===== src/inc/ocm_consts.svh =====
// constants of the output channel input matrix: offsets, fields, resets, timing
`ifndef OCM_CONSTS_SVH
`define OCM_CONSTS_SVH
// ----------------------------------------------------------------
// register byte offsets
// ----------------------------------------------------------------
`define OCM_OFF_HW_SETUP 8'h00
`define OCM_OFF_CHAN_SW 8'h04
`define OCM_OFF_IN_EXT_CFG 8'h08
`define OCM_OFF_DIAG_CFG 8'h0C
`define OCM_OFF_PWM_SETUP 8'h10
`define OCM_OFF_PWM_EXT0 8'h14
`define OCM_OFF_PWM_EXT1 8'h18
`define OCM_OFF_STATUS 8'h1C
// ----------------------------------------------------------------
// field positions
// ----------------------------------------------------------------
`define OCM_HW_RST_BIT 1
`define OCM_HW_SLEEP_BIT 1
`define OCM_HW_LAMP2_BIT 2
`define OCM_HW_LAMP3_BIT 3
`define OCM_CFG_MAP_BIT 0
`define OCM_CFG_GATE_BIT 1
`define OCM_CFG_COMPAT_BIT 2
`define OCM_PWM_RUN_BIT 0
`define OCM_PWM_PER_LSB 0
`define OCM_PWM_DUTY_LSB 8
// ----------------------------------------------------------------
// reset values and codes
// ----------------------------------------------------------------
`define OCM_SENSE_DEFAULT 3'h7
`define OCM_SENSE_EXT0 3'h4
`define OCM_SENSE_EXT1 3'h5
`define OCM_PWM_PER_RESET 8'hFF
`define OCM_PWM_DUTY_RESET 8'h00
// ----------------------------------------------------------------
// timing: pwm base tick period in ns and derived clock count
// ----------------------------------------------------------------
`define OCM_CLK_PERIOD_NS 5
`define OCM_PWM_TICK_NS 1000
`define OCM_PWM_DIV (`OCM_PWM_TICK_NS / `OCM_CLK_PERIOD_NS)
`endif


===== src/inc/ocm_pkg.sv =====
// types shared by the output channel input matrix modules
package ocm_pkg;
  typedef logic [2:0] ocm_sel_t; // sense selector code
  typedef logic [5:0] ocm_chan_t; // four channels plus two external drivers
  typedef logic [7:0] ocm_byte_t; // pwm period or duty value
endpackage


===== src/inc/ocm_pwm_if.sv =====
// carrier between the matrix and its pwm generator
`timescale 1ns/1ps
interface ocm_pwm_if;
  logic run; // pwm run bit
  ocm_pkg::ocm_byte_t period [2]; // ticks per pwm cycle minus one, per driver
  ocm_pkg::ocm_byte_t duty [2]; // on ticks per cycle, per driver
  logic [1:0] pwmOut; // generated waveforms
  modport ctl (output run, output period, output duty, input pwmOut);
  modport gen (input run, input period, input duty, output pwmOut);
endinterface


===== src/rtl/ocm_pin_sync.sv =====
// two flip-flop synchroniser for the asynchronous pins
`timescale 1ns/1ps
module ocm_pin_sync (
  input wire logic clock, // system clock
  input wire logic resetn, // async reset, active low
  input wire logic [12:0] pinRaw, // raw pin levels
  output logic [12:0] pinSync // synchronised levels
);
  logic [12:0] stage1_r; // first stage, read only by the second

  // ----------------------------------------------------------------
  // two stages
  // ----------------------------------------------------------------
  always_ff @(posedge clock or negedge resetn) begin
    if (!resetn) begin
      stage1_r <= 13'h0000;
      pinSync <= 13'h0000;
    end else begin
      stage1_r <= pinRaw;
      pinSync <= stage1_r;
    end
  end
endmodule


===== src/rtl/ocm_pwm_gen.sv =====
// automatic pwm generator for the two external driver outputs
`timescale 1ns/1ps
`include "ocm_consts.svh"
module ocm_pwm_gen (
  input wire logic clock, // system clock
  input wire logic resetn, // async reset, active low
  ocm_pwm_if.gen pwm // settings in, waveforms out
);
  localparam int unsigned DivCount = `OCM_PWM_DIV; // clocks per tick
  logic [15:0] div_r; // tick divider
  logic tick; // one-cycle tick enable

  // ----------------------------------------------------------------
  // tick divider
  // ----------------------------------------------------------------
  always_ff @(posedge clock or negedge resetn) begin
    if (!resetn) begin
      div_r <= 16'h0000;
    end else if (!pwm.run || div_r == 16'(DivCount - 1)) begin
      div_r <= 16'h0000;
    end else begin
      div_r <= div_r + 16'h0001;
    end
  end
  assign tick = pwm.run && (div_r == 16'(DivCount - 1));

  // ----------------------------------------------------------------
  // one counter and comparator per driver
  // ----------------------------------------------------------------
  for (genvar g = 0; g < 2; g++) begin : gDrv
    ocm_pkg::ocm_byte_t cnt_r; // position in pwm cycle
    always_ff @(posedge clock or negedge resetn) begin
      if (!resetn) begin
        cnt_r <= 8'h00;
        pwm.pwmOut[g] <= 1'b0;
      end else begin
        if (!pwm.run) begin
          cnt_r <= 8'h00;
        end else if (tick) begin
          cnt_r <= (cnt_r >= pwm.period[g]) ? 8'h00 : cnt_r + 8'h01;
        end
        pwm.pwmOut[g] <= pwm.run && (cnt_r < pwm.duty[g]);
      end
    end
  end
endmodule


===== src/rtl/ocm_output_matrix.sv =====
// output channel input matrix: apb registers, pin mapping, gating, ext drivers
//
// Behaviour
// - writing one to reset trigger resets device
// - sleep flag reads 1 in stand-by
// - four channels switched by bit or pin
// - direct mapping default; assigned when map select
// - gating select 0: bit OR pin
// - gating select 1: bit AND pin
// - direct: pins one-three drive channels 1-3
// - direct: channel 0, ext drivers bit only
// - direct mapping restored after wake and reset
// - assigned: pin one ch0, pin two ch1
// - assigned: pin three drives ch2, ch3, ext
// - lamp type select for channels 2, 3
// - inverse current holds state, no fault
// - per ext driver: drive and diag output
// - ext drive outputs low without logic supply
// - ext drivers from bits 4, 5 or pin three
// - pwm generator also drives ext drivers
// - sense selector can pick either ext driver
// - compat mode: diag lines are enable, choice
// - compat: 100 gives 1/0, 101 gives 1/1
// - reset clears registers, pin channels unaffected
// - stand-by when selector default, no pwm, no pin
//
// Implementation choices: the APB slave port and the register addresses.
`timescale 1ns/1ps
`include "ocm_consts.svh"
module ocm_output_matrix (
  input wire logic clock, // 200 MHz system clock
  input wire logic resetn, // async reset, active low
  input wire logic [7:0] paddr, // apb byte address
  input wire logic psel, // apb select
  input wire logic penable, // apb access phase
  input wire logic pwrite, // apb direction, high for write
  input wire logic [31:0] pwdata, // apb write data
  output logic [31:0] prdata, // apb read data, registered
  output logic pready, // apb ready
  output logic pslverr, // apb error on unmapped address
  input wire logic inPinOne, // parallel input pin one
  input wire logic inPinTwo, // parallel input pin two
  input wire logic inPinThree, // parallel input pin three
  input wire logic limpHomePin, // limp home request pin
  input wire logic logicSupplyOk, // logic supply present
  input wire logic [3:0] inverseCur, // inverse current seen per channel
  input wire logic [3:0] chanFault, // raw fault per channel
  output logic [3:0] chanOn, // channel power stage on
  output logic [1:0] lampLed, // led profile for channels 2, 3
  output logic [1:0] extDriveCtl, // external driver drive control
  output logic [1:0] extDiagEnable, // external driver diag enable
  output logic [3:0] faultFlag, // channel fault flags
  output logic sleepFlag // device in stand-by
);
  // ----------------------------------------------------------------
  // declarations
  // ----------------------------------------------------------------
  logic [12:0] pinSync; // synchronised pins
  logic [2:0] pinS; // input pins one to three
  logic limpS; // limp home level
  logic supplyS; // logic supply level
  logic [3:0] inverseS; // inverse current levels
  logic [3:0] faultS; // raw fault levels
  logic [1:0] lampSel_r; // lamp type select, channels 2 and 3
  ocm_pkg::ocm_chan_t swBits_r; // channel switch bits
  logic mapSel_r; // pin map select
  logic gateSel_r; // pin gating select
  logic compat_r; // compatible diagnosis mode
  ocm_pkg::ocm_sel_t senseSel_r; // sense selector
  logic pwmRun_r; // pwm run bit
  ocm_pkg::ocm_byte_t pwmPer_r [2]; // pwm periods
  ocm_pkg::ocm_byte_t pwmDuty_r [2]; // pwm duties
  logic softRst_r; // pending reset trigger
  logic sleep_r; // stand-by state
  logic sleepNxt; // stand-by condition
  logic wake; // leaving stand-by this cycle
  logic regClear; // clear the register bank
  logic wrEn; // write taken this edge
  logic rdSetup; // read setup cycle
  logic addrOk; // address maps to a register
  ocm_pkg::ocm_chan_t pinDrv; // pin drive after mapping
  ocm_pkg::ocm_chan_t pinMask; // which outputs have a pin
  ocm_pkg::ocm_chan_t chanReq; // combined request per output
  logic [3:0] chanOn_r; // channel state
  logic [1:0] extDrive_r; // ext drive state
  logic [1:0] diag_r; // diag line state
  logic [3:0] fault_r; // fault flag state
  ocm_pwm_if pwmBus (); // pwm generator carrier

  // ----------------------------------------------------------------
  // decoding functions
  // ----------------------------------------------------------------
  // map pins to outputs: bits 0-3 channels, 4-5 ext drivers
  function automatic ocm_pkg::ocm_chan_t mapPins(input logic [2:0] pins, input logic assigned);
    ocm_pkg::ocm_chan_t res;
    res = 6'h00;
    if (assigned) begin
      res = {pins[2], pins[2], pins[2], pins[2], pins[1], pins[0]};
    end else begin
      res = {2'b00, pins[2], pins[1], pins[0], 1'b0};
    end
    return res;
  endfunction

  // true when the address names a register
  function automatic logic isReg(input logic [7:0] a);
    return (a[1:0] == 2'b00) && (a <= `OCM_OFF_STATUS); // the bank is one run of aligned words
  endfunction

  // ----------------------------------------------------------------
  // pin synchroniser and pwm generator
  // ----------------------------------------------------------------
  ocm_pin_sync uSync (
    .clock(clock),
    .resetn(resetn),
    .pinRaw({chanFault, inverseCur, logicSupplyOk, limpHomePin, inPinThree, inPinTwo, inPinOne}),
    .pinSync(pinSync)
  );
  assign pinS = pinSync[2:0];
  assign limpS = pinSync[3];
  assign supplyS = pinSync[4];
  assign inverseS = pinSync[8:5];
  assign faultS = pinSync[12:9];

  ocm_pwm_gen uPwm (
    .clock(clock),
    .resetn(resetn),
    .pwm(pwmBus)
  );
  assign pwmBus.run = pwmRun_r;
  assign pwmBus.period = pwmPer_r;
  assign pwmBus.duty = pwmDuty_r;

  // ----------------------------------------------------------------
  // apb slave: zero wait states, error on unmapped address
  // ----------------------------------------------------------------
  assign addrOk = isReg(paddr);
  assign pready = psel && penable;
  assign pslverr = psel && penable && !addrOk;
  // writes are ignored in limp home, the bank is held at defaults there
  assign wrEn = psel && penable && pwrite && addrOk && !limpS;
  assign rdSetup = psel && !penable && !pwrite;

  // ----------------------------------------------------------------
  // stand-by detection
  // ----------------------------------------------------------------
  assign sleepNxt = (senseSel_r == `OCM_SENSE_DEFAULT) && !pwmRun_r && (pinS == 3'b000);
  assign wake = sleep_r && !sleepNxt;

  always_ff @(posedge clock or negedge resetn) begin
    if (!resetn) begin
      sleep_r <= 1'b1;
    end else begin
      sleep_r <= sleepNxt;
    end
  end
  assign sleepFlag = sleep_r;

  // ----------------------------------------------------------------
  // reset trigger: a write of one schedules a bank clear next cycle
  // ----------------------------------------------------------------
  always_ff @(posedge clock or negedge resetn) begin
    if (!resetn) begin
      softRst_r <= 1'b0;
    end else begin
      softRst_r <= wrEn && (paddr == `OCM_OFF_HW_SETUP) && pwdata[`OCM_HW_RST_BIT];
    end
  end
  assign regClear = softRst_r || limpS;

  // ----------------------------------------------------------------
  // hardware setup: lamp type selects
  // ----------------------------------------------------------------
  always_ff @(posedge clock or negedge resetn) begin
    if (!resetn) begin
      lampSel_r <= 2'b00;
    end else if (regClear) begin
      lampSel_r <= 2'b00;
    end else if (wrEn && paddr == `OCM_OFF_HW_SETUP) begin
      lampSel_r <= {pwdata[`OCM_HW_LAMP3_BIT], pwdata[`OCM_HW_LAMP2_BIT]};
    end
  end
  assign lampLed = lampSel_r;

  // ----------------------------------------------------------------
  // channel switch bits
  // ----------------------------------------------------------------
  always_ff @(posedge clock or negedge resetn) begin
    if (!resetn) begin
      swBits_r <= 6'h00;
    end else if (regClear) begin
      swBits_r <= 6'h00;
    end else if (wrEn && paddr == `OCM_OFF_CHAN_SW) begin
      swBits_r <= pwdata[5:0];
    end
  end

  // ----------------------------------------------------------------
  // input/external configuration
  // ----------------------------------------------------------------
  always_ff @(posedge clock or negedge resetn) begin
    if (!resetn) begin
      mapSel_r <= 1'b0;
      gateSel_r <= 1'b0;
      compat_r <= 1'b0;
    end else if (regClear) begin
      mapSel_r <= 1'b0;
      gateSel_r <= 1'b0;
      compat_r <= 1'b0;
    end else begin
      // wake clears the map select; a write in the same cycle wins
      if (wake) begin
        mapSel_r <= 1'b0;
      end
      if (wrEn && paddr == `OCM_OFF_IN_EXT_CFG) begin
        mapSel_r <= pwdata[`OCM_CFG_MAP_BIT];
        gateSel_r <= pwdata[`OCM_CFG_GATE_BIT];
        compat_r <= pwdata[`OCM_CFG_COMPAT_BIT];
      end
    end
  end

  // ----------------------------------------------------------------
  // diagnosis configuration and pwm setup
  // ----------------------------------------------------------------
  always_ff @(posedge clock or negedge resetn) begin
    if (!resetn) begin
      senseSel_r <= `OCM_SENSE_DEFAULT;
      pwmRun_r <= 1'b0;
      pwmPer_r <= '{`OCM_PWM_PER_RESET, `OCM_PWM_PER_RESET};
      pwmDuty_r <= '{`OCM_PWM_DUTY_RESET, `OCM_PWM_DUTY_RESET};
    end else if (regClear) begin
      senseSel_r <= `OCM_SENSE_DEFAULT;
      pwmRun_r <= 1'b0;
      pwmPer_r <= '{`OCM_PWM_PER_RESET, `OCM_PWM_PER_RESET};
      pwmDuty_r <= '{`OCM_PWM_DUTY_RESET, `OCM_PWM_DUTY_RESET};
    end else if (wrEn) begin
      case (paddr)
        `OCM_OFF_DIAG_CFG: senseSel_r <= pwdata[2:0];
        `OCM_OFF_PWM_SETUP: pwmRun_r <= pwdata[`OCM_PWM_RUN_BIT];
        `OCM_OFF_PWM_EXT0: begin
          pwmPer_r[0] <= pwdata[`OCM_PWM_PER_LSB +: 8];
          pwmDuty_r[0] <= pwdata[`OCM_PWM_DUTY_LSB +: 8];
        end
        `OCM_OFF_PWM_EXT1: begin
          pwmPer_r[1] <= pwdata[`OCM_PWM_PER_LSB +: 8];
          pwmDuty_r[1] <= pwdata[`OCM_PWM_DUTY_LSB +: 8];
        end
        default: senseSel_r <= senseSel_r;
      endcase
    end
  end

  // ----------------------------------------------------------------
  // read data, captured in the setup cycle
  // ----------------------------------------------------------------
  always_ff @(posedge clock or negedge resetn) begin
    if (!resetn) begin
      prdata <= 32'h00000000;
    end else if (rdSetup) begin
      case (paddr)
        `OCM_OFF_HW_SETUP: prdata <= {28'h0000000, lampSel_r, sleep_r, 1'b0};
        `OCM_OFF_CHAN_SW: prdata <= {26'h0000000, swBits_r};
        `OCM_OFF_IN_EXT_CFG: prdata <= {29'h00000000, compat_r, gateSel_r, mapSel_r};
        `OCM_OFF_DIAG_CFG: prdata <= {29'h00000000, senseSel_r};
        `OCM_OFF_PWM_SETUP: prdata <= {31'h00000000, pwmRun_r};
        `OCM_OFF_PWM_EXT0: prdata <= {16'h0000, pwmDuty_r[0], pwmPer_r[0]};
        `OCM_OFF_PWM_EXT1: prdata <= {16'h0000, pwmDuty_r[1], pwmPer_r[1]};
        `OCM_OFF_STATUS: prdata <= {18'h00000, limpS, sleep_r, diag_r, extDrive_r, fault_r, chanOn_r};
        default: prdata <= 32'h00000000;
      endcase
    end
  end

  // ----------------------------------------------------------------
  // input matrix: map pins, then or/and with the switch bits
  // ----------------------------------------------------------------
  assign pinDrv = mapPins(pinS, mapSel_r);
  assign pinMask = mapPins(3'b111, mapSel_r);

  for (genvar g = 0; g < 6; g++) begin : gReq
    // gating applies only where a pin is mapped; others follow their bit
    assign chanReq[g] = gateSel_r ? (swBits_r[g] && (pinDrv[g] || !pinMask[g]))
                                  : (swBits_r[g] || pinDrv[g]);
  end

  // ----------------------------------------------------------------
  // channel state: held while inverse current flows
  // ----------------------------------------------------------------
  always_ff @(posedge clock or negedge resetn) begin
    if (!resetn) begin
      chanOn_r <= 4'h0;
    end else begin
      // a channel with inverse current keeps its state, the others follow their request
      chanOn_r <= (chanOn_r & inverseS) | (chanReq[3:0] & ~inverseS);
    end
  end
  assign chanOn = chanOn_r;

  // ----------------------------------------------------------------
  // fault flags, suppressed during inverse current
  // ----------------------------------------------------------------
  always_ff @(posedge clock or negedge resetn) begin
    if (!resetn) begin
      fault_r <= 4'h0;
    end else begin
      fault_r <= faultS & ~inverseS;
    end
  end
  assign faultFlag = fault_r;

  // ----------------------------------------------------------------
  // external drivers: drive and diagnosis lines
  // ----------------------------------------------------------------
  always_ff @(posedge clock or negedge resetn) begin
    if (!resetn) begin
      extDrive_r <= 2'b00;
      diag_r <= 2'b00;
    end else begin
      extDrive_r <= supplyS ? (chanReq[5:4] | pwmBus.pwmOut) : 2'b00;
      if (!supplyS) begin
        diag_r <= 2'b00;
      end else if (compat_r) begin
        case (senseSel_r)
          `OCM_SENSE_EXT0: diag_r <= 2'b01;
          `OCM_SENSE_EXT1: diag_r <= 2'b11;
          default: diag_r <= 2'b00;
        endcase
      end else begin
        diag_r <= {senseSel_r == `OCM_SENSE_EXT1, senseSel_r == `OCM_SENSE_EXT0};
      end
    end
  end
  assign extDriveCtl = extDrive_r;
  assign extDiagEnable = diag_r;
endmodule


===== config.mk =====
export PLATFORM = sky130hd
export DESIGN_NAME = ocm_output_matrix
export DESIGN_NICKNAME = d
export VERILOG_FILES = /design/src/inc/ocm_pkg.sv /design/src/inc/ocm_pwm_if.sv /design/src/rtl/ocm_pin_sync.sv /design/src/rtl/ocm_pwm_gen.sv /design/src/rtl/ocm_output_matrix.sv
export VERILOG_INCLUDE_DIRS = /design/src /design/src/inc
export SDC_FILE = /design/constraint.sdc
export NUM_CORES = 1
export LEC_CHECK = 0
export BUFFER_PORTS_ARGS = -buffer_cell sky130_fd_sc_hd__buf_2
export CAP_MARGIN = 15
export CORE_MARGIN = 3
export CORE_UTILIZATION = 55
export CTS_BUF_LIST = sky130_fd_sc_hd__clkbuf_4 sky130_fd_sc_hd__clkbuf_8 sky130_fd_sc_hd__clkbuf_16
export CTS_CLUSTER_DIAMETER = 200
export DETAILED_ROUTE_END_ITERATION = 8
export PLACE_DENSITY = 0.85
export SLEW_MARGIN = 20
export SYNTH_ARGS = -nofsm -noshare
export SYNTH_HDL_FRONTEND = slang
export SYNTH_SLANG_ARGS = --single-unit

===== constraint.sdc =====
create_clock -name clock -period 3.7 [get_ports clock]
set_clock_uncertainty 0.1 [all_clocks]
set_input_delay 0.74 -clock clock [delete_from_list [all_inputs] [get_ports clock]]
set_output_delay 0.74 -clock clock [all_outputs]
set_load 0.01 [all_outputs]

; Yosys cells after proc, flatten, opt, wreduce, memory -nomap -nowiden
; Index checks and enable logic that the tools add are counted.
[totals]
latch_bits = 0
ff_bits = 153
out_inout_bits = 49
mem_bits_rw = 0
inputBits = 58
memories = 0
rom_bits = 0
[classes]
multipliers = 0
n_div = 0
n_lt_le_gt_ge = 5
n_eq_ne = 12
n_shift = 0
addsub = 3
mux = 45
n_reduce_logical = 66
n_bitwise = 6
[op_table]
columns = cell, n
row1 = case mux 16 bit (8 select lines), 1
row2 = 2-to-1 mux 16 bit, 5
row3 = 2-to-1 mux 8 bit, 10
row4 = equality test 8 x 5 -> 1 bit (second input constant), 4
row5 = logical AND 1 bit, 24
row6 = 2-to-1 mux 6 bit, 4
row7 = adder 16 x 1 -> 16 bit (second input constant), 1
row8 = adder 8 x 1 -> 8 bit (second input constant), 2
row9 = equality test 16 x 8 -> 1 bit (second input constant), 1
row10 = equality test 8 x 4 -> 1 bit (second input constant), 2
row11 = >= comparator 8 bit, 2
row12 = < comparator 8 bit, 2
row13 = 2-to-1 mux 1 bit, 16
row14 = nonzero test 2 bit, 8
row15 = logical OR 1 bit, 14
row16 = AND 4 bit, 3
row17 = logical NOT 1 bit, 12
row18 = 2-to-1 mux 2 bit, 5
row19 = equality test 3 bit (second input constant), 3
row20 = 2-to-1 mux 3 bit, 3
row21 = equality test 8 x 3 -> 1 bit (second input constant), 1
row22 = less-or-equal comparator 8 x 5 -> 1 bit (second input constant), 1
row23 = logical NOT 8 bit, 1
row24 = AND reduction 2 bit, 4
row25 = other kinds (8), 8

; Logic depth before layout (Yosys ltp)
; Gate-level depths: netlist (run 1).
[depth]
depth_word = 8
mapped_depth = 8

; Cells and area by module
; Synthesis (run 1) repeated with hierarchy kept, for this count alone.
[hier_totals]
hier_cells = 684
hier_area_um2 = 6947.9
[modules_own_cells]
columns = mod, seq_area_each_um2, n_inst, cells_each, area_each_um2
row1 = ocm_output_matrix, 1951.9, 1, 394, 3893.7
row2 = ocm_pwm_gen, 850.8, 1, 264, 2403.6
row3 = ocm_pin_sync, 650.6, 1, 26, 650.6

; Worst setup path after synthesis (run 1)
; No wires, ideal clock.
[synth_timing]
kind = input -> register
startpoint = input paddr[5]
endpoint = register pwmDuty_r, in the netlist pwmBus.duty[0]
setup_slack_ps = 1184
t_arrival_ps = 2280
setup_ps = 136
cell_stages = 7
n_path_buf = 2
path_cell_list = or3_1 -> buf_2 -> or4_4 -> or2_1 -> clkbuf_1 -> nand2_1 -> a21oi_1
[synth_via]
elab_chain_cells = 6
[synth_rtl]
columns = element, line_no
row1 = "start, declared", ocm_output_matrix.sv:33  ; input wire logic [7:0] paddr,
row2 = less-or-equal comparator 8 x 5 -> 1 bit (no line), -
row3 = logical AND 1 bit, ocm_output_matrix.sv:107  ; return (a[1:0] == 2'b00) && (a <= `OCM_OFF_STATUS);
row4 = logical AND 1 bit (2 in a row), ocm_output_matrix.sv:141  ; assign wrEn = psel && penable && pwrite && addrOk && !limpS;
row5 = nonzero test 2 bit (no line), -
row6 = AND reduction 2 bit (no line) *, -
row7 = "end signal, assigned", ocm_output_matrix.sv:231  ; pwmDuty_r <= '{`OCM_PWM_DUTY_RESET, `OCM_PWM_DUTY_RESET};
row8 = "end signal, assigned", ocm_output_matrix.sv:236  ; pwmDuty_r <= '{`OCM_PWM_DUTY_RESET, `OCM_PWM_DUTY_RESET};
row9 = "end, declared", ocm_output_matrix.sv:72  ; ocm_pkg::ocm_byte_t pwmDuty_r [2];
; Mark *: on every way between the ends. The rest lies on a longest branch, timed or not.
; A chain may end at the register's enable or synchronous reset.

; Worst setup path after layout (run 1)
[layout_timing]
startpoint = input paddr[1]
endpoint = output pslverr
[layout_via]
elab_chain_cells = 4
[layout_rtl]
columns = element, line_no
row1 = less-or-equal comparator 8 x 5 -> 1 bit (no line) or logical NOT 2 bit (tied branches), -
row2 = logical AND 1 bit *, ocm_output_matrix.sv:107
row3 = logical NOT 1 bit *, ocm_output_matrix.sv:139  ; assign pslverr = psel && penable && !addrOk;
row4 = logical AND 1 bit *, ocm_output_matrix.sv:139
row5 = "end, declared", ocm_output_matrix.sv:40  ; output logic pslverr,
; Marked as above.

==> results.json, run 1 <==
{
  "place.port_buffers": 74,
  "gp_congestion": 0.942,
  "clock-sinks": 137,
  "internal-power_uw": 2530,
  "synth-xor-area-share_pct": 1.78,
  "fin_crit_sh_pct": 74.6,
  "core.rowCount": 40,
  "synthMuxAreaShare_pct": 1.65,
  "power.total_uw": 3360,
  "cts_setup_buffers": 0,
  "cp_top_family": "simple AND/OR/NAND/NOR gates",
  "stdcell_count": 977,
  "grt_max_degree": 80,
  "worstSetupStartpointType": "input port",
  "combPwrFrac_pct": 4.5,
  "cts_htree_levels": 4,
  "maxCapViolCount": 0,
  "p_leak_uw": 0.00369,
  "antenna_left": 0,
  "cpPeakStageDelay_ns": 0.46,
  "grt_use_total_pct": 25.6,
  "setup_viol": 0,
  "synth-compound-area-share_pct": 15.1,
  "die_h_um": 118,
  "yosysWarnings": 0,
  "status": "completed",
  "synthCells": 727,
  "rsz0062_at_grt": "no",
  "synth_fa_ha_area_share_pct": 6.14,
  "dieArea_mm2": 0.0139,
  "wl_um": 17200,
  "vias": 5728,
  "synth_area_mm2": 0.00688,
  "grt_antenna_before_repair": 0,
  "via_per_inst": 5.86,
  "clock_tree.root_cell": "clkbuf_16",
  "crit_path_max_fanout": 8,
  "p_sw_uw": 831,
  "p_per_area_mw_per_mm2": 423,
  "arrival_ns": 1.92,
  "ctsResizeCount": 0,
  "ys_ff_latch": 137,
  "cts_buffers": 17,
  "postCtsHoldBufs": 0,
  "clkLatencyLatePin_ns": 0.43,
  "clk_path_buf_depth": 2,
  "synth_top_family_by_area": "simple AND/OR/NAND/NOR gates",
  "cp.required_ns": 2.86,
  "worstSetupEndpointType": "output pin",
  "crit_chain": "buf_2 > nor2_1 > nand2_1 > and2_1 > buf_2",
  "switching_share_pct": 24.7,
  "ys_seq_area_share_pct": 50.2,
  "worst-path-buf-inv": 2,
  "clkTransAtPathRegs_ns": 0.06,
  "drt_iter0_drc": 728,
  "core_mm2": 0.0121,
  "pre_cts_ws_ns": 0.806,
  "dp_hpwl_um": 11900,
  "slew_headroom_pct": 53.5,
  "dr.pass1.iters": 6,
  "die_x_um": 118,
  "grt_first_pass_wirelength_um": 28400,
  "setup_tns_ns": 0,
  "cp_common_cell": "buf_2",
  "drive_above_1_share_pct": 17.9,
  "max-vdd-ir-drop_mv": 0.365,
  "p_clk_share_pct": 49.8,
  "setup_slack_ns": 0.939,
  "synth.distinct_cells": 58,
  "min_path_type": "in2async",
  "grt_pass1_vias": 5583,
  "timing.final.crit_period_ns": 2.76,
  "ios": 107,
  "avgSynthCellArea_um2": 9.47,
  "slew_violations": 0,
  "cts_tree": "built",
  "slowest_stage": "nor2_1",
  "dp_cells": 945,
  "avgRoutedWirePerCell_um": 17.6,
  "tightest_slew_ns": 0.697,
  "fin_nets": 887,
  "async_flop_share_pct": 100,
  "synth_edf_count": 0,
  "seqPwrFrac_pct": 45.7,
  "grt-ovfl-total": 0,
  "synthFlopType": "dfrtp_1",
  "synthSimpleGateAreaFrac_pct": 19.1,
  "drc": 0,
  "final_hold_viol_count": 0,
  "num_antenna_cells": 0,
  "timing.fmax_mhz": 362,
  "area_growth_syn_to_layout_pct": 15.3,
  "start_util_pct": 56.8,
  "critPathKind": "in2out"
}
## worst reg2reg max path, delay by kind of cell (launching register included)
family / cells / cell delay [ns]
AND/OR/NAND/NOR: 4 / 1.57
flip-flops: 1 / 0.36
adder cells (fa/ha/maj): 1 / 0.24
AO/OA/AOI/OAI: 1 / 0.10
## Yosys cell counts (all sizes together), types with 5 or more instances
library cell / n / area share (%)
o31ai: 10 / 1.1
nor4: 9 / 0.91
and3: 11 / 1.0
a21o: 12 / 1.3
nand2: 119 / 6.5
inv: 43 / 2.3
dfrtp: 117 / 43
xor2: 7 / 0.89
clkbuf: 26 / 1.4
ha: 33 / 6.0
xnor2: 7 / 0.89
a21oi: 54 / 3.9
or4: 6 / 0.71
nand4: 5 / 0.45
nor2b: 6 / 0.55
a22oi: 11 / 1.2
nor3: 9 / 0.82
dfstp: 20 / 7.6
buf: 21 / 2.2
o211ai: 17 / 1.9
mux2i: 8 / 1.2
nor2: 48 / 2.7
nand3: 35 / 2.5
a31oi: 5 / 0.45
o21ai: 33 / 2.4
## registers in the layout, summed over array words and instances (netlist names), 2 cells and up, named ones only
register	flops
uPwm.div_r	16
senseSel_r	3
swBits_r	6
faultFlag	4
uSync.stage1_r	13
uPwm.pwm.pwmOut	2
uPwm.gDrv.cnt_r	16
extDriveCtl	2
extDiagEnable	2
uSync.pinSync	13
prdata	16
pwmBus.duty	16
pwmBus.period	16
lampLed	2
## layout make-up
cell class / instances / area, um^2
fill: 960 / 4180
sequential: 137 / 3450
multi-input combinational: 515 / 3080
timing repair buffer: 82 / 449
clock buffer: 18 / 433
tap: 168 / 210
inverter: 43 / 161
clock inverter: 14 / 150
## logic make-up after synthesis
logic type               after synthesis
XOR/XNOR                              14
AND/OR/NAND/NOR                      275
multiplexers                          11
buffers and inverters                 90
adder cells (fa/ha/maj)               34
flip-flops                           137
AO/OA/AOI/OAI                        165
other                                  1
## path summary, 6_finish.rpt
| path | start | endpoint | slack (ns) | cells past startpoint |
|---|---|---|---|---|
| setup / recovery | paddr[1] | pslverr | 0.94 | 5 |
| hold / removal | resetn | uSync.pinSync[12]$_DFF_PN0_ | 0.24 | 1 |
| setup reg to reg | uPwm.div_r[0]$_DFF_PN0_ | uPwm.gDrv[0].cnt_r[3]$_DFFE_PN0P_ | 1.25 | 6 |
| hold reg to reg | uSync.stage1_r[12]$_DFF_PN0_ | uSync.pinSync[12]$_DFF_PN0_ | 0.25 | 0 |
| max in group asynchronous | resetn | pwmBus.period[7]$_DFFE_PN1P_ | 2.46 | 2 |
| min in group clock | uSync.stage1_r[12]$_DFF_PN0_ | uSync.pinSync[12]$_DFF_PN0_ | 0.25 | 0 |
## placed cells by master, fill, tap and decap left out, types with 10 or more instances in the layout
cell,n
clkbuf_16,17
o211ai_1,17
o21ai_1,13
dfstp_2,20
and3_1,11
inv_1,43
a21o_1,12
ha_1,33
o31ai_1,10
a21oi_1,54
dfrtp_1,117
nor2_1,47
o21ai_0,20
nand3_1,35
nand2_1,119
conb_1,16
a22oi_1,11
buf_2,73
## layer usage
layer / wire length, um / track usage [%] / part of all wire [%] / vias to the layer above
met5: 0 / 0 / 0 / -
met4: 493 / 9.96 / 2.9 / 0
met3: 1580 / 7.11 / 9.2 / 53
met2: 8120 / 40.4 / 47 / 291
met1: 7030 / 33.8 / 41 / 2730
li1: - / - / - / 2654
## power by group through the flow
stage          clock network (uW)  logic [uW]  registers (uW)
6_report                     1670         151            1540
2_1_floorplan                   0        71.4            1560
3_3_place_gp                    0         147            1560
5_1_grt                      1770         165            1540
3_5_place_dp                    0         149            1560
4_1_cts                      1690         150            1540
## through the flow
step	utilization, %	hold slack (ns)	instance area, um^2
after floorplan	-	0.231	6940
after detailed placement	60.7	0.236	7350
after CTS	65.5	0.250	7940
after global placement	60.7	0.231	7350
final	65.5	0.239	7940
after global routing	65.5	0.261	7940
(Power assumes the default switching activity.)
==> run 2: changes to the inputs <==
CORE_UTILIZATION = 52   (was 55)
PLACE_DENSITY = 0.84   (was 0.85)
clock period = 2.4 ns   (was 3.7 ns; I/O delays follow)
==> run 2 against run 1 <==
Compared with the run above: cell count is 2.6% higher; critical path depth is 2 higher; global-route usage is 0.81 points lower; core utilization is 1.3 points lower; count of clock-buffer cells in the layout stayed put; critical endpoint is now uPwm.gDrv[0].cnt_r[3]$_DFFE_PN0P_; worst hold slack worse by 0.18 ns; sequential power is 54% higher; wire length is 1.5% higher.
==> results.json, run 2 (synthesized netlist as in run 1, its figures left out) <==
{
  "antenna_left": 0,
  "setup_slack_ns": 0.0674,
  "timing.final.crit_period_ns": 2.33,
  "cts_tree": "built",
  "cp.required_ns": 2.66,
  "rsz0062_at_grt": "no",
  "grt_pass1_vias": 5578,
  "status": "completed",
  "critPathKind": "reg2reg",
  "final_common_cell": "nand2_1",
  "dp_hpwl_um": 12400,
  "pre_cts_ws_ns": 0.0262,
  "max-vdd-ir-drop_mv": 0.398,
  "drive_above_1_share_pct": 20.0,
  "setup_tns_ns": 0,
  "area_growth_syn_to_layout_pct": 19.2,
  "grt_first_pass_wirelength_um": 28300,
  "use_met2_pct": 38.5,
  "reg2regPathDepth": 7,
  "cp.depth": 7,
  "grt-ovfl-total": 0,
  "cpPeakStageDelay_ns": 0.53,
  "cts_htree_levels": 4,
  "top_usage_layer": "met2",
  "core.rowCount": 41,
  "grt_use_total_pct": 24.8,
  "dr.pass1.iters": 5,
  "fin_nets": 908,
  "fin_crit_sh_pct": 97.2,
  "stdcell_count": 1002,
  "grt_antenna_before_repair": 0,
  "clock-sinks": 137,
  "slowest_stage": "dfstp_2",
  "place_area_mm2": 0.00753,
  "cp_top_family": "compound AO/OA/AOI/OAI gates",
  "clock_tree.root_cell": "clkbuf_16",
  "final_hold_viol_count": 0,
  "finalInstanceArea_mm2": 0.00820,
  "tightest_slew_ns": 0.598,
  "maxCapViolCount": 0,
  "setup_viol": 0,
  "ios": 107,
  "avgRoutedWirePerCell_um": 17.4,
  "slew_headroom_pct": 60.1,
  "drt_iter0_drc": 470,
  "wl_um": 17500,
  "crit_chain": "inv_1 > ha_1 > a21o_1 > a211o_1 > a21o_1 > or4_1 > o21ai_1",
  "grt_max_degree": 55,
  "p_leak_uw": 0.00383,
  "p_per_area_mw_per_mm2": 671,
  "grt_use_met3_pct": 5.92,
  "place.port_buffers": 74,
  "clk_path_buf_depth": 2,
  "power.total_uw": 5510,
  "cp_common_cell": "a21o_1",
  "min_path_type": "in2reg",
  "dp_cells": 969,
  "use_met1_pct": 32.9,
  "num_antenna_cells": 0,
  "worstHoldPathCells": 1,
  "cts_buffers": 17,
  "arrival_ns": 2.59,
  "via_per_inst": 5.82,
  "worstSetupEndpointType": "flip-flop",
  "vias": 5836,
  "core_mm2": 0.0128,
  "final_cell_mix": "nand2_1 (119), dfrtp_1 (117), buf_2 (73), a21oi_1 (54), nor2_1 (47)",
  "crit_path_max_fanout": 4,
  "die_h_um": 121,
  "start_util_pct": 53.9,
  "gp_congestion": 0.892,
  "timing.fmax_mhz": 429,
  "die_x_um": 121,
  "clkLatencyLatePin_ns": 0.43,
  "slew_violations": 0,
  "dieArea_mm2": 0.0147,
  "clkTransAtPathRegs_ns": 0.06,
  "worst-path-buf-inv": 1,
  "worstSetupStartpointType": "flip-flop",
  "drc": 0
}
[run 2: cell types whose count changed in the layout (fill, tap and decap cells not counted)]
cell / delta
buf_4: +18
bufinv_16: +4
inv_8: -4
inv_6: -3
buf_12: +2
clkinv_4: +2
clkinv_2: +1
dlygate4sd3_1: +1
nor4b_1: -1
nor4b_2: +1
o21ai_0: -1
o21ai_1: +1
[run 2: worst paths after layout]
| check | start | to | slack, ns |
|---|---|---|---|
| max | pwmBus.period[14]$_DFFE_PN1P_ | uPwm.gDrv[0].cnt_r[3]$_DFFE_PN0P_ | 0.07 |
| max reg2reg | pwmBus.period[14]$_DFFE_PN1P_ | uPwm.gDrv[0].cnt_r[3]$_DFFE_PN0P_ | 0.07 |
| min in group asynchronous | resetn | pwmBus.duty[14]$_DFFE_PN0P_ | 0.48 |
| min | chanFault[0] | uSync.stage1_r[9]$_DFF_PN0_ | 0.06 |
| min reg2reg | uSync.stage1_r[7]$_DFF_PN0_ | uSync.pinSync[7]$_DFF_PN0_ | 0.24 |
| max in group asynchronous | resetn | pwmBus.period[6]$_DFFE_PN1P_ | 1.00 |
[run 2: timing repair]
item	CTS	global route
setup endpoints to repair	0	4
gates resized for setup	0	2
endpoints found under the hold margin	37	0
hold buffers	1	0
buffers inserted	0	0
[run 2: report_power, final]
group | switching (uW) | internal [uW] | total [uW]
logic | 168 | 81.0 | 249
registers | 23.8 | 2350 | 2370
clock network | 1030 | 1860 | 2890
total | 1220 | 4290 | 5510
[run 2: final cells by class]
cell class | count | area, um^2
inverters | 43 | 161
multi-input cells | 515 | 3090
flip-flops and latches | 137 | 3450
clock buffers | 18 | 433
fillers | 983 | 4570
repair buffers | 103 | 634
clock inverters | 14 | 221
well taps | 172 | 215
[run 2: stage by stage]
step	utilization, %	hold WS (ns)
after floorplan	-	0.0844
after detailed placement	59.0	0.235
after global placement	59.0	0.232
after CTS	64.2	0.0408
final	64.2	0.0571
after global routing	64.2	0.0477
[run 2: per-layer routing]
layer	part of all wire, %	vias to the layer above
met5	0	-
met1	41	2780
met3	8.9	60
met2	46	304
met4	3.7	0
li1	-	2692
